## config.mk

```make
export PLATFORM = sky130hd
export DESIGN_NAME = nfh_host
export DESIGN_NICKNAME = d
export VERILOG_FILES = /design/src/pkg/nfh_pkg.sv /design/src/rtl/nfh_host.sv
export SDC_FILE = /design/constraint.sdc
export NUM_CORES = 1
export LEC_CHECK = 0
export BUFFER_PORTS_ARGS = -buffer_cell sky130_fd_sc_hd__buf_2
export CAP_MARGIN = 20
export CORE_MARGIN = 4
export CORE_UTILIZATION = 41
export DETAILED_ROUTE_END_ITERATION = 10
export GPL_TIMING_DRIVEN = 0
export HOLD_SLACK_MARGIN = 0.03
export PLACE_DENSITY = 0.66
export SLEW_MARGIN = 20
export SYNTH_ARGS = -nofsm -noshare
export SYNTH_HDL_FRONTEND = slang
export SYNTH_SLANG_ARGS = --single-unit
```

## constraint.sdc

```tcl
create_clock -name clk_i -period 6.1 [get_ports clk_i]
set_clock_uncertainty 0.1 [all_clocks]
set_input_delay 0 -clock clk_i [delete_from_list [all_inputs] [get_ports clk_i]]
set_output_delay 0 -clock clk_i [all_outputs]
set_load 0.01 [all_outputs]
```

## src/pkg/nfh_pkg.sv

```systemverilog
// Constants for the NAND erase, ID and status host controller
`default_nettype none
package nfh_pkg;
	// Clock and pin timing
	localparam int CLK_PERIOD_NS = 40;
	localparam int T_WP_NS       = 12;
	localparam int T_WH_NS       = 10;
	localparam int T_REA_NS      = 20;
	localparam int T_WB_NS       = 100;
	localparam int SYNC_STAGES   = 2;
	localparam logic [3:0] WP_CYC =
		4'((T_WP_NS + CLK_PERIOD_NS - 1) / CLK_PERIOD_NS);
	localparam logic [3:0] WH_CYC =
		4'((T_WH_NS + CLK_PERIOD_NS - 1) / CLK_PERIOD_NS);
	localparam logic [3:0] RD_LO_CYC =
		4'((T_REA_NS + CLK_PERIOD_NS - 1) / CLK_PERIOD_NS + SYNC_STAGES);
	localparam logic [3:0] WB_CYC =
		4'((T_WB_NS + CLK_PERIOD_NS - 1) / CLK_PERIOD_NS);
	// Device commands
	localparam logic [7:0] C_ERASE_SETUP = 8'h60;
	localparam logic [7:0] C_ERASE_START = 8'hD0;
	localparam logic [7:0] C_STATUS      = 8'h70;
	localparam logic [7:0] C_STATUS_DIST = 8'h71;
	localparam logic [7:0] C_ID_READ     = 8'h90;
	localparam logic [7:0] C_RESET       = 8'hFF;
	localparam logic [7:0] ID_ADDR       = 8'h00;
	// Operations software may start
	localparam logic [2:0] OP_ERASE1 = 3'h0;
	localparam logic [2:0] OP_ERASE2 = 3'h1;
	localparam logic [2:0] OP_ID     = 3'h2;
	localparam logic [2:0] OP_ST70   = 3'h3;
	localparam logic [2:0] OP_ST71   = 3'h4;
	localparam logic [2:0] OP_RESET  = 3'h5;
	// Sequencer step kinds
	localparam logic [2:0] K_CMD  = 3'h0;
	localparam logic [2:0] K_ADDR = 3'h1;
	localparam logic [2:0] K_READ = 3'h2;
	localparam logic [2:0] K_WAIT = 3'h3;
	localparam logic [2:0] K_END  = 3'h4;
	// Block addressing
	localparam int BLK_W      = 12;
	localparam int PAGE_W     = 6;
	localparam int ROW_W      = 24;
	localparam int DIST_BIT   = 0;
	localparam int HALF_BIT   = 11;
	localparam int ID_BYTES   = 5;
	// Software register map
	localparam logic [7:0] REG_CMD    = 8'h00;
	localparam logic [7:0] REG_BLK_A  = 8'h04;
	localparam logic [7:0] REG_BLK_B  = 8'h08;
	localparam logic [7:0] REG_CTRL   = 8'h0C;
	localparam logic [7:0] REG_STATUS = 8'h10;
	localparam logic [7:0] REG_ID_LO  = 8'h14;
	localparam logic [7:0] REG_ID_HI  = 8'h18;
	localparam int CMD_START_BIT = 3;
	localparam logic WP_PERMIT_RST = 1'b0;
endpackage
`default_nettype wire

```

## src/rtl/nfh_host.sv

```systemverilog
// Host controller driving NAND erase, ID read, status and reset
// Functional notes
// - Copy pages share in-block page number
// - Restart copy when block address changes
// - Erase is 60h, block address, D0h
// - Dual erase: two 60h addresses, D0h, 71h
// - Both dual blocks in same array half
// - At most one block per district
// - Dual erase ends with D0h or FFh
// - 70h makes status appear per read strobe
// - Pass/fail valid after program/erase when ready
// - Busy device accepts only 70h, 71h, FFh
`default_nettype none
module nfh_host (
	input  wire logic       clk_i,
	input  wire logic       sys_rst_i,
	input  wire logic       clk_en_i,
	input  wire logic [7:0] addr_i,
	input  wire logic [31:0] wdata_i,
	input  wire logic       wr_i,
	input  wire logic       rd_i,
	output logic     [31:0] rdata_o,
	input  wire logic [7:0] io_i,
	output logic      [7:0] io_o,
	output logic            io_oe_o,
	output logic            cle_o,
	output logic            ale_o,
	output logic            ce_n_o,
	output logic            we_n_o,
	output logic            read_strobe_n_o,
	output logic            wp_n_o,
	input  wire logic       ready_n_busy_i
);
	import nfh_pkg::*;
	typedef enum logic [2:0] {
		S_IDLE, S_FETCH, S_WLO, S_WHI, S_RLO, S_RHI, S_WB, S_WRDY
	} nfh_state_e;
	// Pick one row-address byte
	function automatic logic [7:0] byte_f(input logic [ROW_W-1:0] r,
		input logic [1:0] n);
		byte_f = r[{n, 3'b000} +: 8];
	endfunction
	// Step table: what each operation puts on the pins
	function automatic logic [10:0] step_f(input logic [2:0] op,
		input logic [3:0] i, input logic [ROW_W-1:0] ra,
		input logic [ROW_W-1:0] rb);
		logic [10:0] s;
		s = {K_END, 8'h00};
		case (op)
			OP_ERASE1: begin
				case (i)
					4'h0: s = {K_CMD, C_ERASE_SETUP};
					4'h1, 4'h2, 4'h3: s = {K_ADDR, byte_f(ra, 2'(i - 4'h1))};
					4'h4: s = {K_CMD, C_ERASE_START};
					4'h5: s = {K_WAIT, 8'h00};
					4'h6: s = {K_CMD, C_STATUS};
					4'h7: s = {K_READ, 8'h00};
					default: s = {K_END, 8'h00};
				endcase
			end
			OP_ERASE2: begin
				case (i)
					4'h0, 4'h4: s = {K_CMD, C_ERASE_SETUP};
					4'h1, 4'h2, 4'h3: s = {K_ADDR, byte_f(ra, 2'(i - 4'h1))};
					4'h5, 4'h6, 4'h7: s = {K_ADDR, byte_f(rb, 2'(i - 4'h5))};
					4'h8: s = {K_CMD, C_ERASE_START};
					4'h9: s = {K_WAIT, 8'h00};
					4'hA: s = {K_CMD, C_STATUS_DIST};
					4'hB: s = {K_READ, 8'h00};
					default: s = {K_END, 8'h00};
				endcase
			end
			OP_ID: begin
				case (i)
					4'h0: s = {K_CMD, C_ID_READ};
					4'h1: s = {K_ADDR, ID_ADDR};
					4'h2, 4'h3, 4'h4, 4'h5, 4'h6: s = {K_READ, 8'h00};
					default: s = {K_END, 8'h00};
				endcase
			end
			OP_ST70, OP_ST71: begin
				if (i == 4'h0)
					s = {K_CMD, (op == OP_ST70) ? C_STATUS
						: C_STATUS_DIST};
				else if (i == 4'h1)
					s = {K_READ, 8'h00};
			end
			OP_RESET: begin
				if (i == 4'h0)
					s = {K_CMD, C_RESET};
				else if (i == 4'h1)
					s = {K_WAIT, 8'h00};
			end
			default: s = {K_END, 8'h00};
		endcase
		return s;
	endfunction
	nfh_state_e       state_q;
	logic [2:0]       op_q;
	logic [3:0]       idx_q;
	logic [3:0]       cnt_q;
	logic [2:0]       rd_cnt_q;
	logic [BLK_W-1:0] blk_a_q;
	logic [BLK_W-1:0] blk_b_q;
	logic             wp_permit_q;
	logic             refused_q;
	logic             pf_valid_q;
	logic [7:0]       status_q;
	logic [7:0]       id_q [ID_BYTES];
	logic [7:0]       io_s1_q;
	logic [7:0]       io_s2_q;
	logic             rb_s1_q;
	logic             rb_s2_q;
	// Input synchronisers, two stages each
	always_ff @(posedge clk_i) begin
		if (sys_rst_i) begin
			{io_s1_q, io_s2_q, rb_s1_q, rb_s2_q} <= '0;
		end else if (clk_en_i) begin
			{io_s2_q, io_s1_q} <= {io_s1_q, io_i};
			{rb_s2_q, rb_s1_q} <= {rb_s1_q, ready_n_busy_i};
		end
	end
	// Command acceptance and checks
	wire [2:0] req_op   = wdata_i[2:0];
	wire       cmd_wr   = wr_i && (addr_i == REG_CMD) && wdata_i[CMD_START_BIT];
	wire       dist_ok  = blk_a_q[DIST_BIT] != blk_b_q[DIST_BIT];
	wire       half_ok  = blk_a_q[HALF_BIT] == blk_b_q[HALF_BIT];
	wire       busy_ok  = rb_s2_q || req_op == OP_ST70
		|| req_op == OP_ST71 || req_op == OP_RESET;
	// Copy sequences are not offered, so page pairing never arises
	wire       op_ok    = (req_op <= OP_RESET)
		&& (req_op != OP_ERASE2 || (dist_ok && half_ok));
	wire       accept   = cmd_wr && state_q == S_IDLE && busy_ok && op_ok;
	wire [ROW_W-1:0] row_a = {6'h00, blk_a_q, 6'h00};
	wire [ROW_W-1:0] row_b = {6'h00, blk_b_q, 6'h00};
	wire [10:0] stp    = step_f(op_q, idx_q, row_a, row_b);
	wire [2:0]  kind   = stp[10:8];
	wire        is_era = op_q == OP_ERASE1 || op_q == OP_ERASE2;
	// Software register writes
	always_ff @(posedge clk_i) begin
		if (sys_rst_i) begin
			blk_a_q     <= '0;
			blk_b_q     <= '0;
			wp_permit_q <= WP_PERMIT_RST;
			refused_q   <= 1'b0;
		end else if (clk_en_i) begin
			if (wr_i && addr_i == REG_BLK_A)
				blk_a_q <= wdata_i[BLK_W-1:0];
			if (wr_i && addr_i == REG_BLK_B)
				blk_b_q <= wdata_i[BLK_W-1:0];
			if (wr_i && addr_i == REG_CTRL)
				wp_permit_q <= wdata_i[0];
			if (cmd_wr)
				refused_q <= !accept;
		end
	end
	// Pin sequencer
	always_ff @(posedge clk_i) begin
		if (sys_rst_i) begin
			state_q    <= S_IDLE;
			op_q       <= OP_ST70;
			idx_q      <= 4'h0;
			cnt_q      <= 4'h0;
			rd_cnt_q   <= 3'h0;
			pf_valid_q <= 1'b0;
			status_q   <= 8'h00;
			io_o       <= 8'h00;
			io_oe_o    <= 1'b0;
			cle_o      <= 1'b0;
			ale_o      <= 1'b0;
			ce_n_o     <= 1'b1;
			we_n_o     <= 1'b1;
			read_strobe_n_o <= 1'b1;
			for (int k = 0; k < ID_BYTES; k++)
				id_q[k] <= 8'h00;
		end else if (clk_en_i) begin
			case (state_q)
				S_IDLE: begin
					if (accept) begin
						op_q       <= req_op;
						idx_q      <= 4'h0;
						rd_cnt_q   <= 3'h0;
						pf_valid_q <= 1'b0;
						ce_n_o     <= 1'b0;
						state_q    <= S_FETCH;
					end
				end
				S_FETCH: begin
					if (kind == K_CMD || kind == K_ADDR) begin
						io_o    <= stp[7:0];
						io_oe_o <= 1'b1;
						cle_o   <= kind == K_CMD;
						ale_o   <= kind == K_ADDR;
						we_n_o  <= 1'b0;
						cnt_q   <= WP_CYC - 4'h1;
						state_q <= S_WLO;
					end else if (kind == K_READ) begin
						read_strobe_n_o <= 1'b0;
						cnt_q   <= RD_LO_CYC - 4'h1;
						state_q <= S_RLO;
					end else if (kind == K_WAIT) begin
						cnt_q   <= WB_CYC - 4'h1;
						state_q <= S_WB;
					end else begin
						ce_n_o     <= 1'b1;
						pf_valid_q <= is_era;
						state_q    <= S_IDLE;
					end
				end
				S_WLO: begin
					cnt_q <= cnt_q - 4'h1;
					if (cnt_q == 4'h0) begin
						we_n_o  <= 1'b1;
						cnt_q   <= WH_CYC - 4'h1;
						state_q <= S_WHI;
					end
				end
				S_WHI: begin
					cnt_q <= cnt_q - 4'h1;
					if (cnt_q == 4'h0) begin
						cle_o   <= 1'b0;
						ale_o   <= 1'b0;
						io_oe_o <= 1'b0;
						idx_q   <= idx_q + 4'h1;
						state_q <= S_FETCH;
					end
				end
				S_RLO: begin
					cnt_q <= cnt_q - 4'h1;
					if (cnt_q == 4'h0) begin
						if (op_q == OP_ID)
							id_q[rd_cnt_q] <= io_s2_q;
						else
							status_q <= io_s2_q;
						rd_cnt_q <= rd_cnt_q + 3'h1;
						read_strobe_n_o <= 1'b1;
						cnt_q   <= WH_CYC - 4'h1;
						state_q <= S_RHI;
					end
				end
				S_RHI: begin
					cnt_q <= cnt_q - 4'h1;
					if (cnt_q == 4'h0) begin
						idx_q   <= idx_q + 4'h1;
						state_q <= S_FETCH;
					end
				end
				S_WB: begin
					cnt_q <= cnt_q - 4'h1;
					if (cnt_q == 4'h0)
						state_q <= S_WRDY;
				end
				S_WRDY: begin
					if (rb_s2_q) begin
						idx_q   <= idx_q + 4'h1;
						state_q <= S_FETCH;
					end
				end
				default: state_q <= S_IDLE;
			endcase
		end
	end
	// Register read mux
	wire        busy   = state_q != S_IDLE;
	wire [31:0] st_w   = {15'h0000, rb_s2_q, status_q,
		5'h00, pf_valid_q, refused_q, busy};
	wire [31:0] rd_mux =
		(addr_i == REG_STATUS) ? st_w :
		(addr_i == REG_ID_LO) ? {id_q[3], id_q[2], id_q[1], id_q[0]} :
		(addr_i == REG_ID_HI) ? {24'h000000, id_q[4]} :
		(addr_i == REG_BLK_A) ? {20'h00000, blk_a_q} :
		(addr_i == REG_BLK_B) ? {20'h00000, blk_b_q} :
		(addr_i == REG_CTRL) ? {31'h00000000, wp_permit_q} :
		(addr_i == REG_CMD) ? {29'h00000000, op_q} : 32'h00000000;
	// Read data and write-protect pin
	always_ff @(posedge clk_i) begin
		if (sys_rst_i) begin
			rdata_o <= 32'h00000000;
			wp_n_o  <= 1'b0;
		end else if (clk_en_i) begin
			rdata_o <= rd_i ? rd_mux : 32'h00000000;
			wp_n_o  <= wp_permit_q;
		end
	end
endmodule
`default_nettype wire

```

### Yosys cells after proc, flatten, opt, wreduce, memory -nomap -nowiden

Memory sizes are Yosys's and may differ from the RTL's.
Index checks and enable logic that the tools add are counted.

* add/subtract/negate cells: 5
* order comparisons: 1
* eq/ne operators: 51
* shift-type cells: 2
* muxes and demuxes: 72
* bitwise gates (word level): 1
* reduce and logical (&&, ||, !) cells: 55

Operator list (number)
* two-way mux 32 bit: 3
* one-hot mux 11 bit (7 select lines): 1
* one-hot mux 11 bit (6 select lines): 1
* one-hot mux 11 bit (5 select lines): 1
* indexed part select 24 x 6 -> 8 bit: 2
* two-way mux 11 bit: 4
* two-way mux 3 bit: 14
* two-way mux 12 bit: 3
* one-hot mux 11 bit (3 select lines): 1
* two-way mux 4 bit: 7
* two-way mux 1 bit: 25
* equality test 3 bit (second input constant): 8
* equality test 8 x 5 -> 1 bit (second input constant): 3
* one-hot mux 4 bit (3 select lines): 2
* inequality test 2 bit (second input constant): 11
* equality test 3 x 2 -> 1 bit (second input constant): 7
* one-hot mux 3 bit (7 select lines): 1
* equality test 4 x 3 -> 1 bit (second input constant): 4
* equality test 4 bit (second input constant): 4
* equality test 8 x 4 -> 1 bit (second input constant): 2
* AND reduction 4 bit: 4
* one-hot mux 1 bit (2 select lines): 7
* logical AND 1 bit: 10
* AND reduction 5 bit: 2
* other kinds (32): 60

* register bits after elaboration: 117
* RAM bits: 40
* logic and storage cells: 212
* memories kept: 1

Memory list
* id_q: words 5, bits a word 8, rd ports 5, clocked after Yosys merged registers in 0, wr ports 5, RTL line nfh_host.sv:109 `logic [7:0] id_q [ID_BYTES];`

### Longest topological paths before layout

* depth in word-level cells: 9
* gate-level depth with buffers: 11

### Worst setup path before layout

Ideal clock, no wire load.

* path type: register to register
* from: register cnt_q[1]
* to: memory id_q[1][0], enable pin
* setup time: 0.384 ns
* data arrival time: 2.064 ns
* slack: 3.552 ns
* stages on the path, launching flop included: 9
* path buffers: 1
* clock period less this slack: 2.548 ns
* cell sequence: dfxtp_1 inv_1 ha_1 nor3b_2 nand3_1 nor4_1 buf_2 nand2_1 o21ai_0

RTL lines
* start: declaration: RTL line nfh_host.sv:101 `logic [3:0] cnt_q;`
* start signal: assignment: RTL line nfh_host.sv:195 `cnt_q <= WP_CYC - 4'h1;`
* start signal: assignment: RTL line nfh_host.sv:199 `cnt_q <= RD_LO_CYC - 4'h1;`
* start signal: assignment: RTL line nfh_host.sv:202 `cnt_q <= WB_CYC - 4'h1;`
* end: declaration: RTL line nfh_host.sv:109

### Final worst setup path

* from: register idx_q[0]
* to: register io_o[6]

* cells in the longest elaborated chain, start to end: 7

RTL lines
* start: declaration: RTL line nfh_host.sv:100 `logic [3:0] idx_q;`
* start signal: assignment: RTL line nfh_host.sv:224 `idx_q <= idx_q + 4'h1;`
* start signal: assignment: RTL line nfh_host.sv:244 `idx_q <= idx_q + 4'h1;`
* start signal: assignment: RTL line nfh_host.sv:255 `idx_q <= idx_q + 4'h1;`
* branches (longest 3 deep; another with subtractor 2 x 1 -> 2 bit)
* one-hot mux 11 bit (5 select lines) *: RTL line nfh_host.sv:49 `case (op)`
* equality test 3 x 1 -> 1 bit or zero test 3 bit (tied branches): RTL line nfh_host.sv:189 `if (kind == K_CMD || kind == K_ADDR) begin`
* logical OR 1 bit: RTL line nfh_host.sv:189
* AND reduction 3 bit (no line)
* end signal: assignment: RTL line nfh_host.sv:190 `io_o <= stp[7:0];`
* end: declaration: RTL line nfh_host.sv:24 `output logic [7:0] io_o,`

Every way passes the cells marked *.
A chain may end at the register's enable or synchronous reset.

==> results.toml <==
[status]
status = "completed"

[timing]
tightest_slew_ns = 0.830
setup_viol = 0
post-route-period-util_pct = 53.0
min_period_ns = 3.24
rsz0062_at_grt = "no"
final.setup.tns_ns = 0
timing.fmax_mhz = 309
final_hold_viol_count = 0
final-max-slew-violation-count = 0
slew_headroom_pct = 44.2

[routing]
drt_iter0_drc = 578
wl_microns = 21000
viasPerCell = 5.53
ant_nets = 0
avgRoutedWirePerCell_microns = 18.6
post-route-drc-count = 0
dr.pass1.iters = 5
vias = 6258

[worst_setup_path]
crit_buf_inv = 3
crit_required_ns = 6.29
critPathTopFamily = "simple AND/OR/NAND/NOR gates"
r2r-end = "io_o[6]"
crit_chain = "clkbuf_1 > inv_1 > ha_1 > clkbuf_1 > o21ai_1 > a31oi_1 > a311oi_4 > nand3_1 > nor4b_1 > nor3_1"
crit_cells = 10
regToRegStartpoint = "idx_q[0]"
path_common_cell = "clkbuf_1"
crit_start = "idx_q[0]"
cp_max_fo = 10
reg2reg_slack_ns = 2.86
rr_worst_depth = 10
critPathCapture = "io_o[6]"
arrival_ns = 3.43
crit_type = "flip-flop to flip-flop"
critPathLaunchType = "flip-flop"
end_kind = "flip-flop"
crit_slowest_cell = "nor4b_1"
max_stage_delay_ns = 0.46

[clock_tree]
htree_levels = 4
clkTransAtPathRegs_ns = 0.06
cts-root-buf = "clkbuf_16"
cts_tree = "built"
clock-sinks = 157
clk_path_buf_depth = 2
clock_latency_ns = 0.43
cts_buffers = 17
cts_setup_buffers = 0

[yosys]
syn_area_sq_mm = 0.00728
synthArstFlopShare_pct = 0
synth-xor-area-share_pct = 0.601
synthSimpleGateAreaFrac_pct = 20.9
syn_inst = 771
syn-num-nets = 831
yosys_warnings = 0
synth_top_cells_by_area = "dfxtp_1 32%, edfxtp_1 16%, mux2i_1 6.0%, nor2_1 5.6%, a22oi_1 3.9%"
yosysUniqueCellTypes = 77
yosysTopAreaCellShare_pct = 32.2
synth_seq_cells = 157
synthAdderAreaFrac_pct = 1.17
synth_common_cells = "117 x dfxtp_1, 109 x nor2_1, 53 x nand2_1"
synth_compound_area_share_pct = 18.1
synth_edf_count = 40
synth_top_family_by_area = "simple AND/OR/NAND/NOR gates"
avgSynthCellArea_sq_um = 9.44
synth_top_area_cell = "dfxtp_1"
post_synth_mux_area_share_pct = 6.82
yosysSeqAreaShare_pct = 48.7
synth_most_common_cell = "dfxtp_1"
synth_ff_type = "dfxtp_1"

[run]
cap_viol_max_count = 0

[finish]
diodes = 0
final_cell_area_sq_mm = 0.00881
fillers = 1591
final_nets = 954
regArea_sq_mm = 0.00354
area_delta_synth_final_pct = 21.0
drive_gt1_share_pct = 17.1
multi_input_area_sq_mm = 0.00347

[floorplanning]
die_x_microns = 141
top_level_ports = 101
die_area_sq_mm = 0.0200
initial_core_util_pct = 41.9
die_h_microns = 141
num_rows = 48
core_sq_mm = 0.0174

[power]
p_leak_nw = 3.48
powerDensity_mw_per_mm2 = 261
ir_worst_vdd_mv = 0.201

[place]
postPlaceCellArea_sq_mm = 0.00796
hpwl_microns = 15300
gp_congestion = 0.944
portBuffers = 79

[global_routing]
antenna_found_initial = 0
grt-ovfl-total = 0
grt_pass1_vias = 6088
grt_pass1_wl_microns = 33500
grt_max_degree = 17
track_usage_pct = 21.5

[hold_path]
hold_class = "input pin to flip-flop"
==> how the worst min path moves through the flow <==
stage                 end  slack, ns  cells after the start       start
2_1_floorplan  blk_a_q[0]       0.04                      2  wdata_i[0]
3_3_place_gp   io_s1_q[4]       0.13                      3     io_i[4]
3_5_place_dp   io_s1_q[1]       0.14                      3     io_i[1]
4_1_cts        state_q[0]       0.06                      6   addr_i[3]
5_1_grt        state_q[0]       0.12                      6   addr_i[3]
6_report       state_q[0]       0.09                      6   addr_i[3]
==> layout by cell type, fill, tap and decap left out, types with 6 or more instances in the layout <==
| cell type | synthesis | layout |
|---|---|---|
| inv_1 | 16 | 16 |
| nor2_1 | 109 | 109 |
| nand3_1 | 18 | 18 |
| buf_2 | 10 | 89 |
| and3_1 | 13 | 13 |
| edfxtp_1 | 40 | 40 |
| nor2b_1 | 12 | 12 |
| clkbuf_16 | 0 | 17 |
| nor4_1 | 6 | 6 |
| ha_1 | 6 | 6 |
| mux2i_1 | 44 | 44 |
| o21ai_0 | 17 | 16 |
| o22ai_1 | 6 | 6 |
| and2_1 | 33 | 33 |
| dlygate4sd3_1 | 0 | 25 |
| a22o_1 | 11 | 11 |
| nor3_1 | 19 | 19 |
| a31oi_1 | 7 | 7 |
| dfxtp_1 | 117 | 117 |
| a22oi_1 | 38 | 38 |
| nand2_1 | 53 | 53 |
| a21oi_1 | 49 | 49 |
| clkbuf_1 | 29 | 29 |
| buf_1 | 6 | 6 |
==> tightest hold or removal path, stage by stage <==
cell	delay, ns
buf_2	0.14
nor2_1	0.07
nand2_1	0.15
nor2_1	0.06
nand2_1	0.06
a31oi_1	0.07
==> routing by layer <==
metal  GRT usage [%]  part of all wire, %  up-vias
met5               0                    0        -
met4            6.53                  1.9        0
met3            4.48                  6.2       36
met2            34.9                   48      195
met1            28.9                   44     2975
li1                -                    -     3052
==> where the power goes <==
group,leakage (nW),total (W),internal (W),switching (W)
logic,1.83,0.000129,0.0000483,0.0000810
registers,1.36,0.00110,0.00109,0.0000124
clock network,0.291,0.00107,0.000622,0.000447
==> logic make-up after synthesis <==
| group | Yosys count |
|---|---|
| AOI/OAI and AO/OA | 184 |
| adders and majority gates | 7 |
| buffers and inverters | 64 |
| DFF | 157 |
| muxes | 49 |
| and+or+nand+nor | 305 |
| xor gates and xnor gates | 5 |
==> flip-flops by register name, indices dropped and copies added (netlist names), 4 cells and up <==
name	count
idx_q	4
rdata_o	32
io_s2_q	8
status_q	8
io_o	8
io_s1_q	8
blk_b_q	12
id_q	40
blk_a_q	12
cnt_q	4
==> through the flow <==
stage                     hold slack, ns  total power [W]  instances  utilization, %  setup WS (ns)
after global placement             0.134          0.00123       1075            45.8           2.91
after CTS                         0.0591          0.00231       1132            50.7           2.86
after global routing               0.119          0.00237       1132            50.7           2.57
after floorplan                   0.0405          0.00119        771               -           3.55
final                             0.0896          0.00230       1132            50.7           2.86
after detailed placement           0.141          0.00124       1075            45.8           2.87
==> final cells by class <==
type	count	share of cell area, %
clock buffers	18	4.99
clock inverters	14	1.82
multi-input cells	550	39.4
plain buffers	48	2.40
flip-flops and latches	157	40.2
well taps	225	3.20
inverters	16	0.682
repair buffers	104	7.33
==> what timing repair did <==
action                    in CTS  in global routing
resized for setup              0                  0
hold buffers                  25                  0
hold endpoints to repair      43                  0
Power figures use the tool's default switching activity.
